$ cat src/inc/mcct_pkg.sv
package mcct_pkg;

	// ***********************************************************
	// Register map (byte addresses)
	// ***********************************************************
	localparam logic [7:0] ADDR_CTRL   = 8'h00;
	localparam logic [7:0] ADDR_COUNT  = 8'h04;
	localparam logic [7:0] ADDR_PRESC  = 8'h08;
	localparam logic [7:0] ADDR_PCOUNT = 8'h0c;
	localparam logic [7:0] ADDR_MCTRL  = 8'h10;
	localparam logic [7:0] ADDR_OCTRL  = 8'h14;
	localparam logic [7:0] ADDR_CCTRL  = 8'h18;
	localparam logic [7:0] ADDR_CAPT   = 8'h1c;
	localparam logic [7:0] ADDR_STATUS = 8'h20;
	localparam logic [7:0] ADDR_MASK   = 8'h24;
	localparam logic [7:0] ADDR_MOUT   = 8'h28;
	localparam logic [7:0] ADDR_MATCH0 = 8'h30;

	// ***********************************************************
	// Field positions
	// ***********************************************************
	localparam int CTRL_EN    = 0;
	localparam int CTRL_RST   = 1;
	localparam int CTRL_MODE  = 2;
	localparam int CCTRL_RISE = 0;
	localparam int CCTRL_FALL = 1;
	localparam int CCTRL_CLR  = 2;
	localparam int CCTRL_CLRF = 3;
	localparam int ST_CAP     = 4;
	localparam int N_MATCH    = 4;
	localparam int N_EVENT    = 5;

	// ***********************************************************
	// Encodings
	// ***********************************************************
	typedef enum logic [1:0]
	{
		MCCT_ACT_CONT  = 2'h0,
		MCCT_ACT_STOP  = 2'h1,
		MCCT_ACT_RESET = 2'h2
	} mcct_act_t;

	typedef enum logic [1:0]
	{
		MCCT_OUT_NONE   = 2'h0,
		MCCT_OUT_LOW    = 2'h1,
		MCCT_OUT_HIGH   = 2'h2,
		MCCT_OUT_TOGGLE = 2'h3
	} mcct_out_t;

	// Counter/external edge selection for counter mode
	typedef enum logic [1:0]
	{
		MCCT_CNT_RISE = 2'h0,
		MCCT_CNT_FALL = 2'h1,
		MCCT_CNT_BOTH = 2'h2
	} mcct_cnt_t;

	typedef struct packed
	{
		logic [1:0] in_sync;
		logic       in_prev;
		logic [1:0] cap_sync;
		logic       cap_prev;
	} mcct_sync_t;

	localparam logic [31:0] RESET_WORD = 32'h0000_0000;

endpackage : mcct_pkg

$ cat src/hdl/mcct_timer.sv
// Contract
// - Counter width 32/16 fed by same-width prescaler
// - Timer mode or external-edge counter mode
// - Capture copies count on edge, optional interrupt
// - Four matches: continue, stop or reset, interrupt
// - Four outputs: low, high, toggle or nothing
// - Capture edge may clear counter and prescaler
// - Match outputs and capture input as triggers
//
// Our own choices: the AHB-Lite slave port and the placing of the registers.
`timescale 1ns/100ps
`default_nettype none

module mcct_timer #(
	parameter int WIDTH = 32
) (
	input  wire logic        REF_CLK,
	input  wire logic        RST,
	input  wire logic        HSEL,
	input  wire logic [31:0] HADDR,
	input  wire logic [1:0]  HTRANS,
	input  wire logic        HWRITE,
	input  wire logic [2:0]  HSIZE,
	input  wire logic [31:0] HWDATA,
	input  wire logic        HREADY,
	output logic [31:0]      HRDATA,
	output logic             HREADYOUT,
	output logic             HRESP,
	input  wire logic        COUNT_IN,
	input  wire logic        CAP_IN,
	output logic [3:0]       MATCH_OUT,
	output logic [4:0]       TRIG_OUT,
	output logic             IRQ
);

	// ***********************************************************
	// State
	// ***********************************************************
	typedef struct packed
	{
		logic [2:0]             ctrl;
		logic [1:0]             cnt_edge;
		logic [WIDTH-1:0]       count;
		logic [WIDTH-1:0]       presc;
		logic [WIDTH-1:0]       pcount;
		logic [7:0]             mctrl;
		logic [7:0]             octrl;
		logic [3:0]             cctrl;
		logic [WIDTH-1:0]       capt;
		logic [4:0]             status;
		logic [4:0]             mask;
		logic [3:0]             mout;
		logic [4*WIDTH-1:0]     match;
		logic [4:0]             trig;
		mcct_pkg::mcct_sync_t   sync;
		logic                   wr_pend;
		logic [7:0]             wr_addr;
		logic [31:0]            rdata;
	} mcct_state_t;

	mcct_state_t st;
	mcct_state_t next_st;

	function automatic logic [WIDTH-1:0] fit(input logic [31:0] w);
		fit = w[WIDTH-1:0];
	endfunction : fit

	function automatic logic [31:0] widen(input logic [WIDTH-1:0] v);
		widen = 32'(v);
	endfunction : widen

	function automatic logic [WIDTH-1:0] match_of(
		input logic [4*WIDTH-1:0] m,
		input int                 i
	);
		match_of = m[i*WIDTH +: WIDTH];
	endfunction : match_of

	// ***********************************************************
	// Next state
	// ***********************************************************
	always_comb
	begin
		logic            a_phase;
		logic            cnt_en;
		logic            in_rise;
		logic            in_fall;
		logic            cap_rise;
		logic            cap_fall;
		logic            tick;
		logic            pre_done;
		logic            step;
		logic            do_cap;
		logic            do_clr;
		logic [3:0]      hit;
		logic            stop_hit;
		logic            reset_hit;
		logic [4:0]      ev;
		logic [7:0]      idx;
		logic [31:0]     rd;
		a_phase   = 1'b0;
		cnt_en    = 1'b0;
		in_rise   = 1'b0;
		in_fall   = 1'b0;
		cap_rise  = 1'b0;
		cap_fall  = 1'b0;
		tick      = 1'b0;
		pre_done  = 1'b0;
		step      = 1'b0;
		do_cap    = 1'b0;
		do_clr    = 1'b0;
		hit       = 4'h0;
		stop_hit  = 1'b0;
		reset_hit = 1'b0;
		ev        = 5'h00;
		idx       = 8'h00;
		rd        = mcct_pkg::RESET_WORD;
		next_st   = st;

		// Only the second sync stage feeds any logic
		next_st.sync.in_sync  = {st.sync.in_sync[0], COUNT_IN};
		next_st.sync.cap_sync = {st.sync.cap_sync[0], CAP_IN};
		next_st.sync.in_prev  = st.sync.in_sync[1];
		next_st.sync.cap_prev = st.sync.cap_sync[1];
		in_rise  = st.sync.in_sync[1] & ~st.sync.in_prev;
		in_fall  = ~st.sync.in_sync[1] & st.sync.in_prev;
		cap_rise = st.sync.cap_sync[1] & ~st.sync.cap_prev;
		cap_fall = ~st.sync.cap_sync[1] & st.sync.cap_prev;

		// Capture on selected edge; clear uses its own edge select
		do_cap = (st.cctrl[mcct_pkg::CCTRL_RISE] & cap_rise)
			| (st.cctrl[mcct_pkg::CCTRL_FALL] & cap_fall);
		do_clr = st.cctrl[mcct_pkg::CCTRL_CLR]
			& (st.cctrl[mcct_pkg::CCTRL_CLRF] ? cap_fall : cap_rise);

		cnt_en = st.ctrl[mcct_pkg::CTRL_EN] & ~st.ctrl[mcct_pkg::CTRL_RST];
		if (st.ctrl[mcct_pkg::CTRL_MODE])
		begin
			case (st.cnt_edge)
				mcct_pkg::MCCT_CNT_RISE: tick = in_rise;
				mcct_pkg::MCCT_CNT_FALL: tick = in_fall;
				mcct_pkg::MCCT_CNT_BOTH: tick = in_rise | in_fall;
				default:                 tick = 1'b0;
			endcase
		end
		else
		begin
			tick = 1'b1;
		end

		// Prescaler wraps at its terminal value, then counter steps
		if (cnt_en && tick)
		begin
			pre_done = (st.pcount == st.presc);
			next_st.pcount = pre_done ? '0 : st.pcount + 1'b1;
			step = pre_done;
		end

		// Matches judged on the value the counter steps to
		if (step)
		begin
			next_st.count = st.count + 1'b1;
			for (int i = 0; i < mcct_pkg::N_MATCH; i++)
			begin
				hit[i] = (next_st.count == match_of(st.match, i));
				if (hit[i])
				begin
					case (mcct_act_sel(st.mctrl, i))
						mcct_pkg::MCCT_ACT_STOP:  stop_hit  = 1'b1;
						mcct_pkg::MCCT_ACT_RESET: reset_hit = 1'b1;
						default:                  ;
					endcase
					case (mcct_out_sel(st.octrl, i))
						mcct_pkg::MCCT_OUT_LOW:    next_st.mout[i] = 1'b0;
						mcct_pkg::MCCT_OUT_HIGH:   next_st.mout[i] = 1'b1;
						mcct_pkg::MCCT_OUT_TOGGLE:
							next_st.mout[i] = ~st.mout[i];
						default:                   ;
					endcase
				end
			end
			if (reset_hit)
				next_st.count = '0;
			if (stop_hit)
				next_st.ctrl[mcct_pkg::CTRL_EN] = 1'b0;
		end

		if (do_clr || st.ctrl[mcct_pkg::CTRL_RST])
		begin
			next_st.count  = '0;
			next_st.pcount = '0;
		end
		if (do_cap)
			next_st.capt = st.count;

		// Trigger pulses for the converter
		next_st.trig = {do_cap, hit};

		ev = {do_cap, hit};

		// Bus: address phase latched, action in data phase
		a_phase = HSEL & HREADY & HTRANS[1];
		next_st.wr_pend = a_phase & HWRITE;
		next_st.wr_addr = HADDR[7:0];

		idx = HADDR[7:0];
		case (idx)
			mcct_pkg::ADDR_CTRL:   rd = 32'(st.ctrl);
			mcct_pkg::ADDR_COUNT:  rd = widen(st.count);
			mcct_pkg::ADDR_PRESC:  rd = widen(st.presc);
			mcct_pkg::ADDR_PCOUNT: rd = widen(st.pcount);
			mcct_pkg::ADDR_MCTRL:  rd = 32'(st.mctrl);
			mcct_pkg::ADDR_OCTRL:  rd = 32'(st.octrl);
			mcct_pkg::ADDR_CCTRL:  rd = 32'({st.cnt_edge, st.cctrl});
			mcct_pkg::ADDR_CAPT:   rd = widen(st.capt);
			mcct_pkg::ADDR_STATUS: rd = 32'(st.status);
			mcct_pkg::ADDR_MASK:   rd = 32'(st.mask);
			mcct_pkg::ADDR_MOUT:   rd = 32'(st.mout);
			default:
			begin
				rd = mcct_pkg::RESET_WORD;
				for (int i = 0; i < mcct_pkg::N_MATCH; i++)
					if (idx == mcct_pkg::ADDR_MATCH0 + 8'(4 * i))
						rd = widen(match_of(st.match, i));
			end
		endcase
		next_st.rdata = (a_phase & ~HWRITE) ? rd : st.rdata;

		// Sticky flags: hardware set beats software clear
		next_st.status = st.status & ~((st.wr_pend
			&& st.wr_addr == mcct_pkg::ADDR_STATUS)
			? HWDATA[4:0] : 5'h00);
		next_st.status = next_st.status | ev;

		if (st.wr_pend)
		begin
			case (st.wr_addr)
				mcct_pkg::ADDR_CTRL:   next_st.ctrl = HWDATA[2:0];
				mcct_pkg::ADDR_COUNT:  next_st.count = fit(HWDATA);
				mcct_pkg::ADDR_PRESC:  next_st.presc = fit(HWDATA);
				mcct_pkg::ADDR_PCOUNT: next_st.pcount = fit(HWDATA);
				mcct_pkg::ADDR_MCTRL:  next_st.mctrl = HWDATA[7:0];
				mcct_pkg::ADDR_OCTRL:  next_st.octrl = HWDATA[7:0];
				mcct_pkg::ADDR_CCTRL:
				begin
					next_st.cctrl    = HWDATA[3:0];
					next_st.cnt_edge = HWDATA[5:4];
				end
				mcct_pkg::ADDR_MASK:   next_st.mask = HWDATA[4:0];
				mcct_pkg::ADDR_MOUT:   next_st.mout = HWDATA[3:0];
				default:
				begin
					for (int i = 0; i < mcct_pkg::N_MATCH; i++)
						if (st.wr_addr == mcct_pkg::ADDR_MATCH0 + 8'(4 * i))
							next_st.match[i*WIDTH +: WIDTH] = fit(HWDATA);
				end
			endcase
		end
	end

	function automatic mcct_pkg::mcct_act_t mcct_act_sel(
		input logic [7:0] f,
		input int         i
	);
		mcct_act_sel = mcct_pkg::mcct_act_t'(f[2*i +: 2]);
	endfunction : mcct_act_sel

	function automatic mcct_pkg::mcct_out_t mcct_out_sel(
		input logic [7:0] f,
		input int         i
	);
		mcct_out_sel = mcct_pkg::mcct_out_t'(f[2*i +: 2]);
	endfunction : mcct_out_sel

	// ***********************************************************
	// Registers
	// ***********************************************************
	always_ff @(posedge REF_CLK)
	begin
		if (RST)
			st <= '0;
		else
			st <= next_st;
	end

	// ***********************************************************
	// Outputs
	// ***********************************************************
	assign HRDATA    = st.rdata;
	assign HREADYOUT = 1'b1;
	assign HRESP     = 1'b0;
	assign MATCH_OUT = st.mout;
	assign TRIG_OUT  = st.trig;
	assign IRQ       = |(st.status & st.mask);

endmodule : mcct_timer

`default_nettype wire

$ cat config.mk
export PLATFORM = sky130hd
export DESIGN_NAME = mcct_timer
export DESIGN_NICKNAME = d
export VERILOG_FILES = /design/src/inc/mcct_pkg.sv /design/src/hdl/mcct_timer.sv
export SDC_FILE = /design/constraint.sdc
export NUM_CORES = 1
export LEC_CHECK = 0
export ABC_AREA = 1
export BUFFER_PORTS_ARGS = -buffer_cell sky130_fd_sc_hd__buf_2
export CAP_MARGIN = 20
export CORE_AREA = 10 10 222 224
export CTS_BUF_LIST = sky130_fd_sc_hd__clkbuf_16
export CTS_CLUSTER_DIAMETER = 150
export DETAILED_ROUTE_END_ITERATION = 8
export DIE_AREA = 0 0 232 234
export PLACE_DENSITY = 0.67
export SETUP_SLACK_MARGIN = 0.05
export SLEW_MARGIN = 10
export SYNTH_ARGS = -nofsm -noshare
export SYNTH_HDL_FRONTEND = slang
export SYNTH_SLANG_ARGS = --single-unit
$ cat constraint.sdc
create_clock -name REF_CLK -period 4.4 [get_ports REF_CLK]
set_input_delay 0.66 -clock REF_CLK [delete_from_list [all_inputs] [get_ports REF_CLK]]
set_output_delay 0.66 -clock REF_CLK [all_outputs]
set_load 0.03 [all_outputs]
==> impl_results.md <==
* TNS Setup at 0 ps
* Initial antenna violation count at 1
* Hold Buf Count CTS at 0
* Int Power at 5.23 mW
* Seq/Total Area, Yosys at 0.350
* Critical R2R Capture: st[344]$_SDFF_PP0_
* Dominant synthesized flop cell: dfxtp_1
* Filler cells at 4623
* Area growth, synth to finish at 9.94%
* Number of distinct library cells after synthesis at 52
* Die Footprint at 0.0543 mm^2
* Drt via density at 5.91
* Logic pwr share at 0.042
* Final #Nets at 3092
* CTS tree: built
* Main combinational cell family by area after synthesis: simple AND/OR/NAND/NOR gates
* Synth Area in Compound Gates at 0.230
* Cts repair resizes at 0
* Mapped Area at 0.0199 mm^2
* Clock Skews at 25.8 ps
* Slowest CP cell: dfxtp_1
* Maximum root-to-sink buffer count at 3
* Number of global-route vias before repair at 19125
* Post-synthesis mux area share at 0
* PwrDens at 316 mW/mm^2
* Yosys top cell by area: dfxtp_1
* Die W at 232 um
* Post-synth EDFFs at 0
* H-tree Lvls at 2
* Worst hold stages at 3
* Core Box Area at 0.0449 mm^2
* Final GP Congestion at 0.970
* Row Count at 78
* R2r worst-path depth at 16
* Crit path buffers/inverters at 0
* DR vias at 21498
* R2r setup slk at 660 ps
* Power share of the clock group at 0.498
* CTS Buf Count at 40
* Sequential Power Share at 0.460
* Switching power at 1.67 mW
* Antenna-violating nets left at 0
* Worst setup path class: reg -> reg
* Worst Hold Path EP: next_st[46]$_SDFF_PP0_
* Worst path top cell family by delay: simple AND/OR/NAND/NOR gates
* Met1 Use GR at 0.410
* Routed WL at 81600 um
* Crit-path cells: ha_1 > nand2_2 > nor2_8 > nand2_4 > nor2_4 > nand2_1 > nand2_1 > nand2_2 > nand2_1 > o211ai_1 > nor2_1 > nand3_1 > o21ai_0 > o21ai_0 > nand2_1 > a21oi_1
* Setup Buffers After CTS at 0
* Largest cells by area after synthesis: dfxtp_1 35%, nand2_1 14%, o21ai_0 8.2%
* Switch share at 0.242
* Worst R2R Start: st[310]$_SDFF_PP0_
* Tmin final at 3740 ps
* Total gr overflow at 0
* Crit path max fanout at 10
* Worst-path clk slew at 60 ps
* Final Hold Fails at 0
* Cells after Synth at 3024
* DRT Pass-1 Iters at 6
* Synth Register Bits at 347
* Diodes inserted at 0
* Met2 usage at 0.435
* Clock Latency Late Sink at 570 ps
* Maximum Capacitance Violations at 0
* RSZ-0062 raised after global routing: false
* Gr usage total at 0.289
* Worst min path class: in -> reg
* Ports at 120
* Slowest stage delay, CP at 530 ps
* CTS Root Cell: clkbuf_16
* Initial core utilization at 0.442
* Status: completed
* Global-route wire length before repair at 120000 um
* Worst path required time at 4810 ps
* Adder-Cell Fraction of Synth Area at 0.00252
* Crit path top cell by count: nand2_1
* Hold WS at 290 ps
* Post-DP HPWL at 59700 um
* Hold Crit Start: COUNT_IN
* Crit path DAT at 4160 ps
* Peak VDD IR at 446 uV
* WL per Instance at 22.4 um
* Clock Sinks at 347
* Syn_nets at 3104
* Post-synth ARST share at 0
* Period utilisation layout at 0.851
* Starting DRT DRC Count at 3072
* Pleak at 8.51 nW
* Synth Area per Inst at 6.57 um^2
* Grt peak-use layer: met2
* Pins Over Slew Limit at 0
* Relative max-transition margin at 0.120
* Fmax at 267 MHz
* Synth Area in XOR/XNOR at 0.0154
* Port buffer count at 89
* Largest net degree at the start of global routing at 111
* Count of final setup violators at 0
* Layout cell share with drive strength beyond 1 at 0.105
* Post-synthesis simple-gate area fraction at 0.290
* Chip height at 234 um
* CP Capture Type: flip-flop
* Setup crit start kind: flip-flop
* Yosys warns at 0
* Worst-Margin Slew at 1290 ps
* GRT met3 Usage at 0.0481
* DRC violations left at 0
* Yosys top cell area share at 0.350
==> metal layers <==
layer	part of all wire	up-vias
li1	-	10012
met1	0.44	10157
met2	0.43	1176
met3	0.10	153
met4	0.034	0
met5	0	-
==> area by class of cell <==
| cell class | count | area, um^2 | area share |
|---|---|---|---|
| Multi-Input combinational cell | 2155 | 10700 | 0.492 |
| Inverter | 342 | 1290 | 0.0590 |
| Tap cell | 600 | 751 | 0.0344 |
| Timing Repair Buffer | 126 | 797 | 0.0365 |
| Clock buffer | 40 | 1000 | 0.0459 |
| Clock inverter | 30 | 307 | 0.0140 |
| Sequential cell | 347 | 6950 | 0.318 |
==> tightest hold or removal path, cell delays in order <==
cell and delay (ps):
buf_2 70, inv_1 30, nor2_1 60
==> power by group through the flow <==
stage / Clock, mW / Sequential [mW] / Combinational [mW]
after floorplan: 0 / 3.24 / 0.166
after global placement: 0 / 3.24 / 0.275
after detailed placement: 0 / 3.24 / 0.279
after CTS: 3.46 / 3.17 / 0.280
after global routing: 3.57 / 3.17 / 0.305
final: 3.44 / 3.17 / 0.290
==> flip-flops by register name, summed over array words and instances, names as in the netlist <==
name	count
next_st	4
st	302
HRDATA	32
MATCH_OUT	4
TRIG_OUT	5
==> through the flow <==
step | utilization | total power, mW | area [um^2] | std cells | setup WS, ps
2_1_floorplan | - | 3.40 | 19900 | 3024 | 1890
3_3_place_gp | 0.456 | 3.51 | 20500 | 3566 | 801
3_5_place_dp | 0.456 | 3.52 | 20500 | 3567 | 775
4_1_cts | 0.485 | 6.91 | 21800 | 3637 | 823
5_1_grt | 0.486 | 7.05 | 21800 | 3640 | 520
6_report | 0.486 | 6.90 | 21800 | 3640 | 655
==> cell families after synthesis <==
logic type	after synthesis
adders and majority gates	4
and+or+nand+nor	1295
other	2
DFF	347
xor gates and xnor gates	35
buffers and inverters	522
AOI/OAI and AO/OA	819
==> Yosys cell counts (2+ instances only) <==
master	number
nor2_8	5
nor2_4	6
nand4_2	2
nand3_1	169
nor3_1	40
buf_2	3
nand2_1	716
buf_12	3
nor2_2	9
nand3_2	7
o21ai_1	3
conb_1	2
clkbuf_1	120
ha_1	4
and2_1	2
clkinv_1	3
a2111oi_0	10
o22ai_1	53
xnor2_1	22
inv_1	337
a21boi_0	2
inv_2	2
nand3b_1	17
a21oi_1	324
or2_2	2
dfxtp_1	347
o21ai_0	327
nand2_2	51
nor4_1	11
nand2_4	6
a21oi_2	30
a31oi_1	3
buf_4	43
a211oi_1	3
nor2_1	200
a221oi_1	29
clkbuf_8	4
buf_1	5
a41oi_1	22
nand4_1	50
o211ai_1	3
xor2_1	13
o221ai_1	5
==> worst max path at each step <==
| stage | from | end | slack, ps | cells after the start |
|---|---|---|---|---|
| 3_3_place_gp | HADDR[6] | HRDATA[17]$_SDFFE_PP0P_ | 800 | 13 |
| 3_5_place_dp | HADDR[6] | HRDATA[26]$_SDFFE_PP0P_ | 770 | 12 |
| 4_1_cts | st[310]$_SDFF_PP0_ | st[344]$_SDFF_PP0_ | 820 | 16 |
| 5_1_grt | st[310]$_SDFF_PP0_ | st[328]$_SDFF_PP0_ | 520 | 21 |
| 2_1_floorplan | st[311]$_SDFF_PP0_ | st[327]$_SDFF_PP0_ | 1890 | 21 |
| 6_report | st[310]$_SDFF_PP0_ | st[344]$_SDFF_PP0_ | 660 | 16 |
==> cell usage in the layout (no fill, tap or decap), types with 30 or more instances in the layout <==
| cell | instances |
|---|---|
| nand2_1 | 715 |
| nand3_1 | 169 |
| o22ai_1 | 53 |
| nor3_1 | 39 |
| a21oi_1 | 324 |
| inv_1 | 344 |
| nor2_1 | 191 |
| o21ai_0 | 327 |
| buf_2 | 88 |
| nand4_1 | 50 |
| dfxtp_1 | 347 |
| buf_4 | 31 |
| a21oi_2 | 30 |
| clkbuf_16 | 40 |
| nand2_2 | 52 |
Power figures use the tool's default switching activity.
